**src/dls_pkg.sv**
```systemverilog
// package: lane status register map, field positions and reset values
package dls_pkg;
   // ***************************************************************
   // bank shape
   // ***************************************************************
   localparam int NUM_LANES = 9;
   localparam int NUM_RANKS = 4;
   localparam int PERIOD_W = 8;
   localparam int CODE_W = 4;
   localparam int CAL_FLAGS = 5;
   localparam int CAL_HOLD_CYCLES = 2;
   // ***************************************************************
   // address map: lane n word0 at WORD0_OFS + n*LANE_STRIDE
   // ***************************************************************
   localparam logic [11:0] LANE_STRIDE = 12'h0010;
   localparam logic [11:0] WORD0_OFS = 12'h0000;
   localparam logic [11:0] WORD2_OFS = 12'h0008;
   localparam logic [11:0] CTRL_OFS = 12'h0100;
   // ***************************************************************
   // word0 fields
   // ***************************************************************
   localparam int W0_WL_DQ_CAPTURE = 28;
   localparam int W0_GATE_ERR_LSB = 24;
   localparam int W0_GATE_PERIOD_LSB = 16;
   localparam int W0_PLL_LOCKED = 15;
   localparam int W0_WL_PERIOD_LSB = 7;
   localparam int W0_WL_ERROR = 6;
   localparam int W0_WL_DONE = 5;
   localparam int W0_CAL_LSB = 0;
   // ***************************************************************
   // word2 fields
   // ***************************************************************
   localparam int W2_CODE_LSB = 8;
   localparam int W2_EYE_LSB = 4;
   localparam int W2_DESKEW_LSB = 0;
   localparam logic [31:0] STATUS_RESET = 32'h0000_0000;
   localparam logic [31:0] UNMAPPED_DATA = 32'h0000_0000;
endpackage : dls_pkg

```
**src/dls_lane_if.sv**
```systemverilog
// interface: one lane's training results from engine side to register side
`timescale 1ns/1ps
interface dls_lane_if;
   logic wl_dq_capture;
   logic [3:0] gate_train_err;
   logic [7:0] gate_period;
   logic lane_pll_locked;
   logic [7:0] wl_period;
   logic wl_error;
   logic wl_done_a;
   logic [4:0] cal_done;
   logic [3:0] train_err_code;
   logic [3:0] eye_flags;
   logic [3:0] deskew_flags;
   logic [31:0] word0;
   logic [31:0] word2;
   modport src (output wl_dq_capture, gate_train_err, gate_period, lane_pll_locked,
      wl_period, wl_error, wl_done_a, cal_done, train_err_code, eye_flags, deskew_flags);
   modport lane (input wl_dq_capture, gate_train_err, gate_period, lane_pll_locked,
      wl_period, wl_error, wl_done_a, cal_done, train_err_code, eye_flags, deskew_flags,
      output word0, word2);
   modport rd (input word0, word2);
endinterface : dls_lane_if

```
**src/dls_lane_regs.sv**
```systemverilog
// module: status words of one data byte lane
`timescale 1ns/1ps
module dls_lane_regs
   import dls_pkg::*;
#(
   parameter bit HAS_STROBE_N = 1'b1
)
(
   input wire logic clk,
   input wire logic reset_n,
   input wire logic cal_release,
   dls_lane_if.lane lif
);
   logic [31:0] word0_reg;
   logic [31:0] word2_reg;
   logic [31:0] word0_next;
   logic [31:0] word2_next;
   logic [CAL_FLAGS-1:0] cal_mask;
   logic [CAL_FLAGS-1:0] cal_live;
   // ***************************************************************
   // word assembly
   // ***************************************************************
   // inverted strobe flag only exists in the complementary strobe variant
   assign cal_mask = HAS_STROBE_N ? 5'b1_1111 : 5'b1_1011;
   assign cal_live = lif.cal_done & cal_mask & {CAL_FLAGS{~cal_release}};
   always_comb
   begin
      word0_next = STATUS_RESET;
      word0_next[W0_WL_DQ_CAPTURE] = lif.wl_dq_capture;
      word0_next[W0_GATE_ERR_LSB +: NUM_RANKS] = lif.gate_train_err;
      word0_next[W0_GATE_PERIOD_LSB +: PERIOD_W] = lif.gate_period;
      word0_next[W0_PLL_LOCKED] = lif.lane_pll_locked;
      word0_next[W0_WL_PERIOD_LSB +: PERIOD_W] = lif.wl_period;
      word0_next[W0_WL_ERROR] = lif.wl_error;
      word0_next[W0_WL_DONE] = lif.wl_done_a;
      // bit4 wl, bit3 gate, bit2 strobe_n, bit1 strobe, bit0 write data
      word0_next[W0_CAL_LSB +: CAL_FLAGS] = cal_live;
      word2_next = STATUS_RESET;
      word2_next[W2_CODE_LSB +: CODE_W] = lif.train_err_code;
      word2_next[W2_EYE_LSB +: 4] = lif.eye_flags;
      word2_next[W2_DESKEW_LSB +: 4] = lif.deskew_flags;
   end
   always_ff @(posedge clk or negedge reset_n)
   begin
      if (!reset_n)
      begin
         word0_reg <= STATUS_RESET;
         word2_reg <= STATUS_RESET;
      end
      else
      begin
         word0_reg <= word0_next;
         word2_reg <= word2_next;
      end
   end
   assign lif.word0 = word0_reg;
   assign lif.word2 = word2_reg;
endmodule : dls_lane_regs

```
**src/dls_status_bank.sv**
```systemverilog
// module: APB status bank for all data byte lanes
`timescale 1ns/1ps
module dls_status_bank
   import dls_pkg::*;
#(
   parameter int LANES = NUM_LANES,
   parameter bit HAS_STROBE_N = 1'b1
)
(
   input wire logic clk,
   input wire logic reset_n,
   input wire logic psel,
   input wire logic penable,
   input wire logic pwrite,
   input wire logic [11:0] paddr,
   input wire logic [31:0] pwdata,
   output logic [31:0] prdata,
   output logic pready,
   output logic pslverr,
   input wire logic [LANES-1:0] wl_dq_capture,
   input wire logic [LANES*NUM_RANKS-1:0] gate_train_err,
   input wire logic [LANES*PERIOD_W-1:0] gate_period,
   input wire logic [LANES-1:0] lane_pll_locked,
   input wire logic [LANES*PERIOD_W-1:0] wl_period,
   input wire logic [LANES-1:0] wl_error,
   input wire logic [LANES-1:0] wl_done_a,
   input wire logic [LANES*CAL_FLAGS-1:0] cal_done,
   input wire logic [LANES*CODE_W-1:0] train_err_code,
   input wire logic [LANES*4-1:0] eye_flags,
   input wire logic [LANES*4-1:0] deskew_flags,
   output logic [LANES*PERIOD_W-1:0] wl_period_ctl,
   output logic cal_all_done
);
   // ***************************************************************
   // elaboration checks
   // ***************************************************************
   if (LANES < 1 || LANES > 15)
   begin : g_bad_lanes
      $error("LANES must be 1 to 15");
   end
   // ***************************************************************
   // per-lane registers
   // ***************************************************************
   logic [LANES-1:0] lane_all_done;
   logic [LANES*32-1:0] word0_flat;
   logic [LANES*32-1:0] word2_flat;
   logic cal_release_reg;
   logic [1:0] hold_cnt_reg;
   logic [1:0] hold_cnt_next;
   logic all_done_now;
   logic [4:0] req_mask;
   assign req_mask = HAS_STROBE_N ? 5'b1_1111 : 5'b1_1011;
   for (genvar i = 0; i < LANES; i++)
   begin : g_lane
      dls_lane_if lif ();
      assign lif.wl_dq_capture = wl_dq_capture[i];
      assign lif.gate_train_err = gate_train_err[i*NUM_RANKS +: NUM_RANKS];
      assign lif.gate_period = gate_period[i*PERIOD_W +: PERIOD_W];
      assign lif.lane_pll_locked = lane_pll_locked[i];
      assign lif.wl_period = wl_period[i*PERIOD_W +: PERIOD_W];
      assign lif.wl_error = wl_error[i];
      assign lif.wl_done_a = wl_done_a[i];
      assign lif.cal_done = cal_done[i*CAL_FLAGS +: CAL_FLAGS];
      assign lif.train_err_code = train_err_code[i*CODE_W +: CODE_W];
      assign lif.eye_flags = eye_flags[i*4 +: 4];
      assign lif.deskew_flags = deskew_flags[i*4 +: 4];
      dls_lane_regs #(
         .HAS_STROBE_N(HAS_STROBE_N)
      ) u_regs (
         .clk(clk),
         .reset_n(reset_n),
         .cal_release(cal_release_reg),
         .lif(lif)
      );
      assign word0_flat[i*32 +: 32] = lif.word0;
      assign word2_flat[i*32 +: 32] = lif.word2;
      assign lane_all_done[i] = &(cal_done[i*CAL_FLAGS +: CAL_FLAGS] | ~req_mask);
   end
   // ***************************************************************
   // calibration done release
   // ***************************************************************
   // flags are shown for at least two cycles once all lanes report done,
   // then released; release ends when engines drop their done lines
   assign all_done_now = &lane_all_done;
   always_comb
   begin
      hold_cnt_next = hold_cnt_reg;
      if (!all_done_now)
         hold_cnt_next = 2'd0;
      else if (hold_cnt_reg != 2'(CAL_HOLD_CYCLES))
         hold_cnt_next = hold_cnt_reg + 2'd1;
   end
   always_ff @(posedge clk or negedge reset_n)
   begin
      if (!reset_n)
      begin
         hold_cnt_reg <= 2'd0;
         cal_release_reg <= 1'b0;
         cal_all_done <= 1'b0;
      end
      else
      begin
         hold_cnt_reg <= hold_cnt_next;
         cal_release_reg <= all_done_now && hold_cnt_next == 2'(CAL_HOLD_CYCLES);
         cal_all_done <= all_done_now && hold_cnt_next == 2'(CAL_HOLD_CYCLES);
      end
   end
   // ***************************************************************
   // write leveling pipeline control
   // ***************************************************************
   always_ff @(posedge clk or negedge reset_n)
   begin
      if (!reset_n)
         wl_period_ctl <= '0;
      else
         wl_period_ctl <= wl_period;
   end
   // ***************************************************************
   // apb slave: one wait-free access phase, read-only bank
   // ***************************************************************
   logic [3:0] lane_sel;
   logic [3:0] word_sel;
   logic lane_hit;
   logic w0_hit;
   logic w2_hit;
   logic ctrl_hit;
   logic access;
   logic [31:0] rd_mux;
   logic [31:0] ctrl_word;
   assign lane_sel = paddr[7:4];
   assign word_sel = paddr[3:0];
   assign lane_hit = paddr[11:8] == 4'h0 && 32'(lane_sel) < LANES;
   assign w0_hit = lane_hit && {8'h00, word_sel} == WORD0_OFS;
   assign w2_hit = lane_hit && {8'h00, word_sel} == WORD2_OFS;
   assign ctrl_hit = paddr == CTRL_OFS;
   assign access = psel && penable;
   assign ctrl_word = {30'h0000_0000, cal_release_reg, all_done_now};
   always_comb
   begin
      rd_mux = UNMAPPED_DATA;
      for (int k = 0; k < LANES; k++)
      begin
         if (32'(lane_sel) == k && w0_hit)
            rd_mux = word0_flat[k*32 +: 32];
         if (32'(lane_sel) == k && w2_hit)
            rd_mux = word2_flat[k*32 +: 32];
      end
      if (ctrl_hit)
         rd_mux = ctrl_word;
   end
   always_ff @(posedge clk or negedge reset_n)
   begin
      if (!reset_n)
      begin
         prdata <= 32'h0000_0000;
         pready <= 1'b0;
         pslverr <= 1'b0;
      end
      else
      begin
         // ready rises in the first access cycle, so transfers take two cycles
         pready <= psel && !penable;
         pslverr <= psel && !penable && (pwrite || !(w0_hit || w2_hit || ctrl_hit));
         prdata <= (psel && !penable && !pwrite) ? rd_mux : 32'h0000_0000;
      end
   end
   logic unused_ok;
   assign unused_ok = ^{pwdata, access};
endmodule : dls_status_bank

```
**config.mk**
```make
export PLATFORM = sky130hd
export DESIGN_NAME = dls_status_bank
export DESIGN_NICKNAME = d
export VERILOG_FILES = /design/src/dls_pkg.sv /design/src/dls_lane_if.sv /design/src/dls_lane_regs.sv /design/src/dls_status_bank.sv
export SDC_FILE = /design/constraint.sdc
export NUM_CORES = 1
export LEC_CHECK = 0
export BUFFER_PORTS_ARGS = -buffer_cell sky130_fd_sc_hd__buf_2
export CORE_AREA = 2 2 205 207
export CTS_BUF_LIST = sky130_fd_sc_hd__clkbuf_8
export DETAILED_ROUTE_END_ITERATION = 10
export DIE_AREA = 0 0 207 209
export PLACE_DENSITY = 0.7
export REMOVE_ABC_BUFFERS = 1
export SETUP_SLACK_MARGIN = 0.5
export SYNTH_ARGS = -nofsm -noshare
export SYNTH_HDL_FRONTEND = slang
export SYNTH_SLANG_ARGS = --single-unit
```
**constraint.sdc**
```tcl
create_clock -name clk -period 2.3 [get_ports clk]
set_input_delay 0.23 -clock clk [delete_from_list [all_inputs] [get_ports clk]]
set_output_delay 0.23 -clock clk [all_outputs]
set_load 0.005 [all_outputs]
```
==> metrics.md, run 1 <==
| Metric | Value |
|---|---|
| Final Wtd Congestion | 0.938 |
| Clock Skew | 36.2 ps |
| R2r endpoint | prdata[5] |
| Final Hold Fails | 0 |
| Post-layout net count | between 2000 and 2500 |
| Finished Cell Area | 23900 um^2 |
| Critical Path Sink Type | register |
| Worst r2r path cells | 8 |
| Flops & latches, synth | 403 |
| Clock slew at reported path FFs | 60 ps |
| Worst setup margin | 337 ps |
| Share of the synthesized area in the top cell type | 0.713 |
| PortBufs | around 500 |
| Final setup vio count | 0 |
| Final ANT Viol Nets | 0 |
| Clk Latency, worst-skew pair | around 650 ps |
| Required time worst endpoint | 2840 ps |
| H-tree depth | 3 |
| P per Cell Area | 642 nW/um^2 |
| DP HPWL | 41500 um |
| Max Clock Freq | 509 MHz |
| Vias/cell | slightly above 5 |
| Clk sinks | roughly 400 |
| Layout cells sized above 1 | 0.420 |
| Largest net degree at the start of global routing | 90 |
| TritonCTS Buffers | 68 |
| FILL cells | approximately 3200 |
| RSZ-0062 raised after global routing | true |
| Register area share after synthesis | 0.713 |
| Slew Viols, Final | 0 |
| Mapped Cells | 1033 |
| Period utilization | 0.854 |
| Initial DRC count | 1177 |
| Slew at the pin with the worst max-slew slack | 760 ps |
| R2R Setup Slk | 520 ps |
| Max-Cap Viols | 0 |
| Area of the core | 41300 um^2 |
| Yosys Warn Count | 0 |
| Total placed cells including tap cells | 2095 |
| HP Class | in -> async |
| Crit path max fanout | 5 |
| CTS max path bufs | 3 |
| First-pass GRT wire length | 90700 um |
| Outcome | finished clean |
| CTS tree | yes |
| Max FFs per register | 190 |
| Rel. slew slack | 0.493 |
| Die Footprint | 43300 um^2 |
| Fin util | 0.579 |
| Lkg Pwr | 11.1 nW |
| WS Path Type | in -> reg |
| Critical Path AT | 2510 ps |
| Total gr overflow | 0 |
| Fin Setup TNS | 0 ps |
| Mean Syn Cell Area | 13.7 um^2 |
| DRT Pass-1 Iters | 8 |
| DIE WIDTH | 207 um |
| Post-Syn Area | 14100 um^2 |
| Async SR Flop Fraction | 1.00 |
| Area leader, netlist | dfrtp_1 |
| Total GRT Usage | 0.283 |
| DP Worst Slack | -428 ps |
| DP Area | 18000 um^2 |
| Ranking of synthesized cells by area | dfrtp_1, buf_4, a222oi_1 |
| Root Buffer | clkbuf_8 |
| Row Count | 75 |
| Min Tclk post-route | 1960 ps |
| Vias in the first global route | around 15000 |
| Io pins | between 500 and 600 |
| Area Overhead vs Synth | 69.1% |
| Die height | between 200 and 250 um |
| Initial antenna violation count | 15 |
| Main flop type after synthesis | dfrtp_1 |
| Initial Util | 0.342 |
| R2r startpoint | g_lane[0].u_regs.lif.word2[5] |
| Layout Cells excl Fill | approximately 2600 |
| Maximum VDD drop | roughly 0.00065 V |
| Post-route DRC | 0 |
| WL/cell | between 20 and 25 um |
| Post-synth EDFFs | 0 |
| Detailed Route WL | 62500 um |
| Total number of vias | 13341 |
| Cell variety after synth | 62 |
| Startpoint types | primary input |
## metal layers
metal / GRT usage / wire (um) / share of wire
met2: 0.491 / 31100 / 0.50
met3: 0.0744 / 4670 / 0.075
met5: 0 / 111 / 0.0018
met4: 0.150 / 3690 / 0.059
met1: 0.320 / 22900 / 0.37
## Yosys cell counts (3+ instances only)
library cell,n
a22o_1,3
o21ai_0,23
a21oi_1,32
dfrtp_1,403
clkbuf_1,41
nor2b_1,50
o211ai_1,6
inv_1,9
and3_1,7
nand3_1,25
mux2_2,3
a221o_1,5
buf_2,10
o2bb2ai_1,3
o221ai_1,8
nor2_1,53
a221oi_1,10
nor3_1,21
nor4_1,11
o22ai_1,8
nand2b_1,6
nand4_1,19
a222oi_1,51
a22oi_1,13
buf_4,75
nand2_1,42
o32ai_1,5
a31oi_1,20
or3_1,9
o2111ai_1,5
mux2i_1,21
## final cells by class
cell class	instances	area, um^2	area share
Sequential cell	403	10100	0.422
Timing Repair Buffer	1053	8010	0.335
Tap cell	539	674	0.0282
Clock inverter	39	200	0.00837
Inverter	9	33.8	0.00141
Antenna cell	6	15.0	0.000628
Multi-Input combinational cell	495	3770	0.158
Clock buffer	81	1110	0.0466
## worst max path at each step
| stage | start | to | slack, ps | depth (start not counted) |
|---|---|---|---|---|
| final | paddr[10] | prdata[2] | 340 | 12 |
| after global routing | paddr[10] | prdata[7] | 290 | 12 |
| after CTS | paddr[10] | prdata[5] | 480 | 11 |
| after detailed placement | paddr[9] | prdata[6] | -430 | 12 |
| after global placement | paddr[9] | prdata[7] | -400 | 12 |
| after floorplan | paddr[9] | prdata[5] | -630 | 8 |
## critical path: stages
cell	delay, ps
buf_8	100
or4_4	550
buf_8	160
buf_4	130
nor2_4	110
buf_6	140
and3_4	190
a221o_1	180
o2111ai_2	170
a21oi_4	200
nor2_1	70
nor4_1	290
## metrics by stage
step                total power [W]  hold slack, ps
finish                       0.0153             119
global route                 0.0159             126
CTS                          0.0153            47.0
detailed placement          0.00861             190
global placement            0.00859             190
floorplan                   0.00777           -65.6
## cells by family after synthesis
kind of cell,after synthesis,share of synthesized area
buffers and inverters,137,0.0572
AO/OA/AOI/OAI,208,0.113
AND/OR/NAND/NOR,259,0.0982
flip-flops,403,0.713
other,1,0.000265
adder cells (fa/ha/maj),1,0.000885
multiplexers,24,0.0173
## timing repair
item / in CTS / in global routing
hold buffers: 373 / 0
cloned: 1 / 1
resized for setup: 53 / 83
hold endpoints to repair: 649 / 0
endpoints found under the setup margin: 30 / 27
buffers inserted: 8 / 21
pin swaps: 21 / 56
## layout by cell type, fill, tap and decap left out, drive strengths merged, types with 3 or more instances in the layout
master       Yosys  routed
nand2b           6       6
o32ai            5       5
nor2            53      53
a222oi          51      51
nand2           42      42
o2111ai          5       5
nor2b           50      50
or3              9       9
o211ai           6       6
a21oi           32      32
buf             87     679
and3             7       7
clkinv           0       8
a221o            5       5
a221oi          10      10
clkinvlp         0       3
nand4           19      19
mux2i           21      21
dlygate4sd3      0     373
diode            0       6
a22oi           13      13
conb             1       3
nor3            21      21
nand3           25      25
clkbuf          41      82
mux2             3       3
a22o             3       3
o221ai           8       8
dfrtp          403     403
o2bb2ai          3       3
o21ai           23      23
nor4            14      14
a31oi           20      20
o22ai            8       8
inv              9      37
## where the power goes
group	leakage, nW	switching [W]	internal, W
clock	0.766	0.00302	0.00322
sequential	4.77	0.000163	0.00742
combinational	5.60	0.000649	0.000868
total	11.1	0.00383	0.0115
No activity file was read; power rests on OpenSTA's default activity.
==> run 2: changes to the inputs <==
Settings changed: ABC_AREA from default to 1, CORE_AREA 2 2 205 207 to 2 2 204 206, DIE_AREA 0 0 207 209 to 0 0 206 208, PLACE_DENSITY 0.7 to 0.73, SKIP_CTS_REPAIR_TIMING from default to 1.
==> run 2 against run 1 <==
Routed wire length down 3.9%. Worst hold slack better by 18 ps. First-iteration DRC count down 11%. Synthesized area up 4.7%. Flip-flop and latch count unchanged. Clock skew down 6.2 ps. Clock-buffer cell count up 3. Sequential share of layout area up 1.1 points. Via count up 4.1%. Register-to-register slack better by 120 ps. Clock power up 11%. Largest cell class unchanged. Largest power group unchanged.
==> metrics.md, run 2 <==
| Metric | Value |
|---|---|
| Outcome | finished clean |
| Rel. slew slack | 0.561 (+0.0676) |
| Worst setup margin | 384 ps (+47.7 ps) |
| First-pass GRT wire length | 72300 um (-20%) |
| Largest net degree at the start of global routing | 73 (-19%) |
| Main flop type after synthesis | dfrtp_1 |
| Switching share of power | 0.238 (-0.0112) |
| DRT Pass-1 Iters | 5 (-3) |
| Layout cells sized above 1 | 0.326 (-0.0946) |
| Vias/cell | 4.91 (-3.4%) |
| M3 GR Usage | 0.0675 (-0.00688) |
| Clock slew at reported path FFs | 70 ps (about the same) |
| Startpoint types | primary input |
| Most frequent cell after synthesis | dfrtp_1 |
| Most crowded layer after global routing | met2 |
| Share of the synthesized area in the top cell type | 0.682 (-0.0317) |
| Commonest non-fill, non-tap cell in the layout | buf_2 |
| Post-Synth Simple-Gate Area | 0.161 (+0.0625) |
| Share of power burned in registers | 0.479 (-0.015) |
| Lkg Pwr | 11.8 nW (+5.6%) |
| Vias in the first global route | 12472 (-16%) |
| DIE WIDTH | 206 um (-0.48%) |
| Area leader, netlist | dfrtp_1 |
| Ranking of synthesized cells by area | dfrtp_1, nand2_1, buf_4 |
| Clk network pwr share | 0.437 (+0.030) |
| Initial DRC count | 1044 (-11%) |
| Final Wtd Congestion | 0.900 (-4.0%) |
| Initial Util | 0.365 (+0.0224) |
| Area of the core | 40600 um^2 (-1.8%) |
| Sw Pwr | 0.00377 W (-1.5%) |
| Required time worst endpoint | 2830 ps (about the same) |
| Sequential Area | 10100 um^2 (about the same) |
| Total placed cells including tap cells | 2318 (+11%) |
| Compound-Gate Fraction of Synth Area | 0.0649 (-0.0479) |
| WS Path Type | in -> reg |
| Root Buffer | clkbuf_8 |
| Adder-cell share of the synthesized area | 0.000846 (-0.0000394) |
| Flops & latches, synth | 403 (unchanged) |
| Clk Latency, worst-skew pair | 630 ps (-20 ps) |
| Clk sinks | 403 (unchanged) |
| Initial antenna violation count | 11 (-4) |
| Cell variety after synth | 43 (-31%) |
| Total number of vias | 13885 (+4.1%) |
| XOR/XNOR share of the synthesized area | 0 (unchanged) |
| WL/cell | 21.2 um (-11%) |
| Most frequent cells in the layout | buf_2, dfrtp_1, dlygate4sd3_1, nand2_1, inv_1 |
| Row Count | 74 (-1.3%) |
| Critical Path AT | 2450 ps (-60 ps) |
| Clock Skew | 30.0 ps (-6.16 ps) |
| Post-route DRC | 0 (unchanged) |
| Area Overhead vs Synth | 57.3% |
| Mean Syn Cell Area | 11.1 um^2 (-19%) |
| TritonCTS Buffers | 69 (+1.5%) |
| Post-Syn Area | 14800 um^2 (+4.7%) |
| M1 GR Usage | 0.284 (-0.0369) |
| Detailed Route WL | 60000 um (-3.9%) |
| Internal power | 0.0121 W (+4.6%) |
| P per Cell Area | 680 nW/um^2 (+5.9%) |
| Final ANT Viol Nets | 0 (unchanged) |
| Io pins | 525 (unchanged) |
| HP Class | in -> async |
| Layout Cells excl Fill | 2828 (+7.7%) |
| Register area share after synthesis | 0.682 (-0.0317) |
| Max Clock Freq | 522 MHz (+2.5%) |
| Period utilization | 0.833 (-0.0207) |
| Final setup vio count | 0 (unchanged) |
| Largest family of logic cells by synthesized area | simple AND/OR/NAND/NOR gates |
| Yosys Warn Count | 0 (unchanged) |
| H-tree depth | 3 (unchanged) |
| DP Worst Slack | -60.1 ps (+368 ps) |
| Die Footprint | 42800 um^2 (-0.96%) |
| Max-Cap Viols | 0 (unchanged) |
| Total gr overflow | 0 (unchanged) |
| Total GRT Usage | 0.231 (-0.0525) |
| Mapped Cells | 1337 (+29%) |
| CTS max path bufs | 3 (unchanged) |
| Slew at the pin with the worst max-slew slack | 652 ps (-108 ps) |
| Min Tclk post-route | 1920 ps (-47.7 ps) |
| DP HPWL | 37000 um (-11%) |
| Multiplexer share of the synthesized area | 0.00271 (-0.0146) |
| Max FFs per register | 190 (unchanged) |
| RSZ-0062 raised after global routing | true |
| PortBufs | 489 (unchanged) |
| Slew Viols, Final | 0 (unchanged) |
| Combinational fraction of design power | 0.084 (-0.015) |
| Die height | 208 um (-0.48%) |
| Maximum VDD drop | 0.000532 V (-19%) |
| Commonest cells in the netlist | dfrtp_1, nand2_1, nor2_1 |
| Post-layout net count | 2656 (+8.5%) |
| Post-synth EDFFs | 0 (unchanged) |
| Async SR Flop Fraction | 1.00 (unchanged) |
| Critical Path Sink Type | register |
| Final Hold Fails | 0 (unchanged) |
| FILL cells | 3124 (-0.95%) |
| Global routing met2 resource utilization | 0.374 (-0.117) |
| Multi-input gate area | 3460 um^2 (-8.3%) |
| Crit path max fanout | 14 (+9) |
| CTS tree | yes |
-- run 2: cell count changes in the layout (fill, tap and decap cells not counted), moves of 13 or more --
cell	previous run	this run
buf_4	149	57
nand2_1	41	287
a222oi_1	51	0
nand3_1	17	40
nor2b_1	49	0
nor2_1	42	111
buf_6	20	2
inv_2	0	16
a31oi_1	17	2
mux2i_1	17	4
inv_1	34	133
a21oi_1	20	71
nand4_1	19	36
-- run 2: critical path, stage by stage --
cell	delay, ps
buf_2	100
inv_1	60
nand2_1	130
nor2_4	170
nand2_4	100
nor2_8	160
inv_6	40
buf_6	140
nor3_4	220
buf_6	140
buf_12	140
a21oi_1	70
nand3_1	80
nand2_1	70
nand2_1	100
nand2_1	70
nand3_1	90
nand2_1	80
a21oi_1	230
-- run 2: path summary, 6_finish.rpt --
| check | from | slack [ps] | end | cells past startpoint |
|---|---|---|---|---|
| max reg2reg | wl_period_ctl[11] | 640 | prdata[10] | 14 |
| max | paddr[11] | 380 | prdata[2] | 19 |
| max in group asynchronous | reset_n | 1320 | prdata[14] | 4 |
| min reg2reg | g_lane[8].u_regs.lif.word2[4] | 540 | prdata[4] | 2 |
| min in group clk | wl_period[13] | 230 | wl_period_ctl[13] | 2 |
| min | reset_n | 140 | prdata[7] | 2 |
-- run 2: power by group through the flow --
stage               Sequential [W]  Combinational [W]  Clock [W]
detailed placement         0.00768           0.000770          0
floorplan                  0.00764           0.000102          0
CTS                        0.00756           0.000773    0.00695
finish                     0.00757            0.00133    0.00692
global route               0.00759            0.00142    0.00737
global placement           0.00767           0.000748          0
-- run 2: routing by layer --
metal,up-vias,share of wire,routed length (um)
met1,6764,0.37,22000
met3,284,0.070,4230
met4,0,0.063,3760
met5,-,0,0
li1,6011,-,-
met2,826,0.50,30000
-- run 2: layout make-up --
| type | instances | area share |
|---|---|---|
| clock inverter | 35 | 0.0123 |
| clock buffer | 84 | 0.0497 |
| multi-input combinational | 689 | 0.149 |
| inverter | 130 | 0.0216 |
| timing repair buffer | 944 | 0.305 |
| tap | 532 | 0.0286 |
| sequential | 403 | 0.433 |
| antenna | 11 | 0.00118 |
-- run 2: cell families after synthesis --
| logic type | count (synthesis) |
|---|---|
| buffers and inverters | 247 |
| adder cells (fa/ha/maj) | 1 |
| AO/OA/AOI/OAI | 150 |
| other | 1 |
| multiplexers | 4 |
| flip-flops | 403 |
| AND/OR/NAND/NOR | 531 |
-- run 2: per-stage QoR --
step / instance area, um^2 / util / setup TNS [ps] / power, W / hold WS (ps)
after floorplan: 14000 / - / -1990 / 0.00775 / -65.6
after global placement: 18000 / 0.443 / -287 / 0.00842 / 192
after detailed placement: 18000 / 0.443 / -351 / 0.00845 / 196
after CTS: 19400 / 0.478 / 0 / 0.0153 / -496
after global routing: 23300 / 0.574 / 0 / 0.0164 / 143
final: 23300 / 0.574 / 0 / 0.0158 / 136
==> run 3: changes to the inputs <==
Settings changed: ABC_AREA 1 to 0, CORE_AREA 2 2 204 206 to 2 2 205 207, DIE_AREA 0 0 206 208 to 0 0 207 209, PLACE_DENSITY 0.73 to 0.7.
Clock period 2.3 ns to 1.8 ns, I/O delays scaled along.
==> run 3 against run 2 <==
The run now ends with setup timing left. Power increased by 29%. Cell area increased by 5.6%. Die area increased by 0.97%. Non-clock buffer count increased by 161. Clock power increased by 26%. Core utilization increased by 2.1 points.
==> metrics.md, run 3 (synthesis results as in run 1) <==
| Metric | Value |
|---|---|
| Outcome | finished with violations |
| Failing checks | setup timing |
| PortBufs | 489 (unchanged) |
| H-tree depth | 3 (unchanged) |
| Vias/cell | 5.13 (+4.4%) |
| M3 GR Usage | 0.0747 (+0.00718) |
| Startpoint types | primary input |
| Final Hold Fails | 0 (unchanged) |
| Layout Cells excl Fill | 2682 (-5.2%) |
| Fin util | 0.595 (+0.0214) |
| Die height | 209 um (+0.48%) |
| Final Wtd Congestion | 0.961 (+6.8%) |
| Lkg Pwr | 11.5 nW (-2.7%) |
| Die Footprint | 43300 um^2 (+0.97%) |
| Global routing met2 resource utilization | 0.426 (+0.0516) |
| Root Buffer | clkbuf_8 |
| Max Clock Freq | 522 MHz |
| Period utilization | 1.06 |
| Commonest non-fill, non-tap cell in the layout | buf_2 |
| Fin Setup TNS | -354 ps (-354 ps) |
| TritonCTS Buffers | 68 (-1.4%) |
| Min Tclk post-route | 1920 ps |
| Clk Latency, worst-skew pair | 640 ps (about the same) |
| Max-Cap Viols | 0 (unchanged) |
| Crit path max fanout | 5 (-9) |
| Clk sinks | 403 (unchanged) |
| Total GRT Usage | 0.246 (+0.0151) |
| Rel. slew slack | 0.416 (-0.145) |
| Initial Util | 0.342 (-0.0224) |
| Clock Skew | 35.3 ps (+5.30 ps) |
| Layout cells sized above 1 | 0.438 (+0.112) |
| DP HPWL | 41800 um (+13%) |
| Vias in the first global route | 12208 (-2.1%) |
| Post-route DRC | 0 (unchanged) |
| FILL cells | 3089 (-1.1%) |
| Required time worst endpoint | 2330 ps (-500 ps) |
| DP Area | 18100 um^2 (+0.74%) |
| HP Class | in -> reg |
| First-pass GRT wire length | 77200 um (+6.7%) |
| Largest net degree at the start of global routing | 63 (-14%) |
| Slew at the pin with the worst max-slew slack | 876 ps (+224 ps) |
| Row Count | 75 (+1.4%) |
| DIE WIDTH | 207 um (+0.49%) |
| Area of the core | 41300 um^2 (+1.8%) |
| WS Path Type | in -> reg |
| Initial DRC count | 1173 (+12%) |
| Total gr overflow | 0 (unchanged) |
| Initial antenna violation count | 18 (+7) |
| CTS max path bufs | 3 (unchanged) |
| Finished Cell Area | 24600 um^2 (+5.6%) |
| DRT Pass-1 Iters | 9 (+4) |
| DP Worst Slack | -949 ps (-889 ps) |
| Slew Viols, Final | 0 (unchanged) |
| Clock slew at reported path FFs | 60 ps (about the same) |
| Most crowded layer after global routing | met2 |
| Max FFs per register | 190 (unchanged) |
| CTS tree | yes |
| Critical Path AT | 2450 ps (about the same) |
| Io pins | 525 (unchanged) |
| Final ANT Viol Nets | 0 (unchanged) |
| Total number of vias | 13751 (-0.97%) |
| Most frequent cells in the layout | buf_2, dfrtp_1, dlygate4sd3_1, buf_4, clkbuf_8 |
| Worst setup margin | -117 ps (-501 ps) |
| Total placed cells including tap cells | 2113 (-8.8%) |
| Area Overhead vs Synth | 73.9% |
| Critical Path Sink Type | register |
| RSZ-0062 raised after global routing | true |
| Final setup vio count | 4 (+4) |
| P per Cell Area | 833 nW/um^2 (+23%) |
| M1 GR Usage | 0.281 (-0.00234) |
| Maximum VDD drop | 0.000810 V (+52%) |
| WL/cell | 24.4 um (+15%) |
| Detailed Route WL | 65500 um (+9.1%) |
| Post-layout net count | 2501 (-5.8%) |
## run 3: changes by cell type in the layout (fill, tap and decap cells not counted), sizes merged, moves of 13 or more
cell    delta
nand4     -18
inv      -131
a222oi    +51
clkbuf    +13
nand2    -258
buf      +157
nor2      -75
a31oi     +18
mux2i     +17
a21oi     -41
nand3     -16
nor2b     +50
## run 3: final cells by class
type,instances,area (um^2),area share
Antenna cell,12,30.0,0.00122
Clock buffer,91,1250,0.0509
Clock inverter,28,196,0.00799
Inverter,9,37.5,0.00153
Multi-Input combinational cell,495,3770,0.154
Sequential cell,403,10100,0.410
Tap cell,539,674,0.0274
Timing Repair Buffer,1105,8530,0.347
## run 3: worst paths after layout
check	start	end	slack, ps	cells after the start
setup / recovery	paddr[11]	prdata[6]	-120	12
hold / removal	psel	prdata[5]	90	5
setup reg to reg	wl_period_ctl[4]	prdata[11]	60	8
hold reg to reg	cal_release_reg	g_lane[7].u_regs.lif.word0[3]	540	1
max in group asynchronous	reset_n	g_lane[0].u_regs.lif.word0[22]	960	3
min in group asynchronous	reset_n	g_lane[4].u_regs.lif.word0[16]	100	2
## run 3: critical path: stages
cell       delay (ps)
buf_6             100
or4_4             560
buf_8             160
buf_6             130
nor3_4            190
buf_6             130
buf_6              90
a221o_1           200
o2111ai_1         190
a21oi_2           190
nor2_1             60
nor4_1            260
## run 3: power breakdown
group          leakage [nW]  switching, W  internal (W)
sequential             4.77      0.000210       0.00949
combinational          5.89      0.000878       0.00119
clock                 0.787       0.00389       0.00482
total                  11.5       0.00498        0.0155
## run 3: layer usage
| metal | up-vias | routed length, um |
|---|---|---|
| met5 | - | 68 |
| met2 | 899 | 33400 |
| met3 | 238 | 5280 |
| li1 | 5836 | - |
| met1 | 6766 | 23200 |
| met4 | 12 | 3620 |
## run 3: through the flow
| stage | total power (W) | hold WS, ps |
|---|---|---|
| finish | 0.0205 | 91.5 |
| global route | 0.0212 | 92.3 |
| CTS | 0.0196 | -517 |
| detailed placement | 0.0110 | 177 |
| global placement | 0.0110 | 176 |
| floorplan | 0.00992 | -116 |
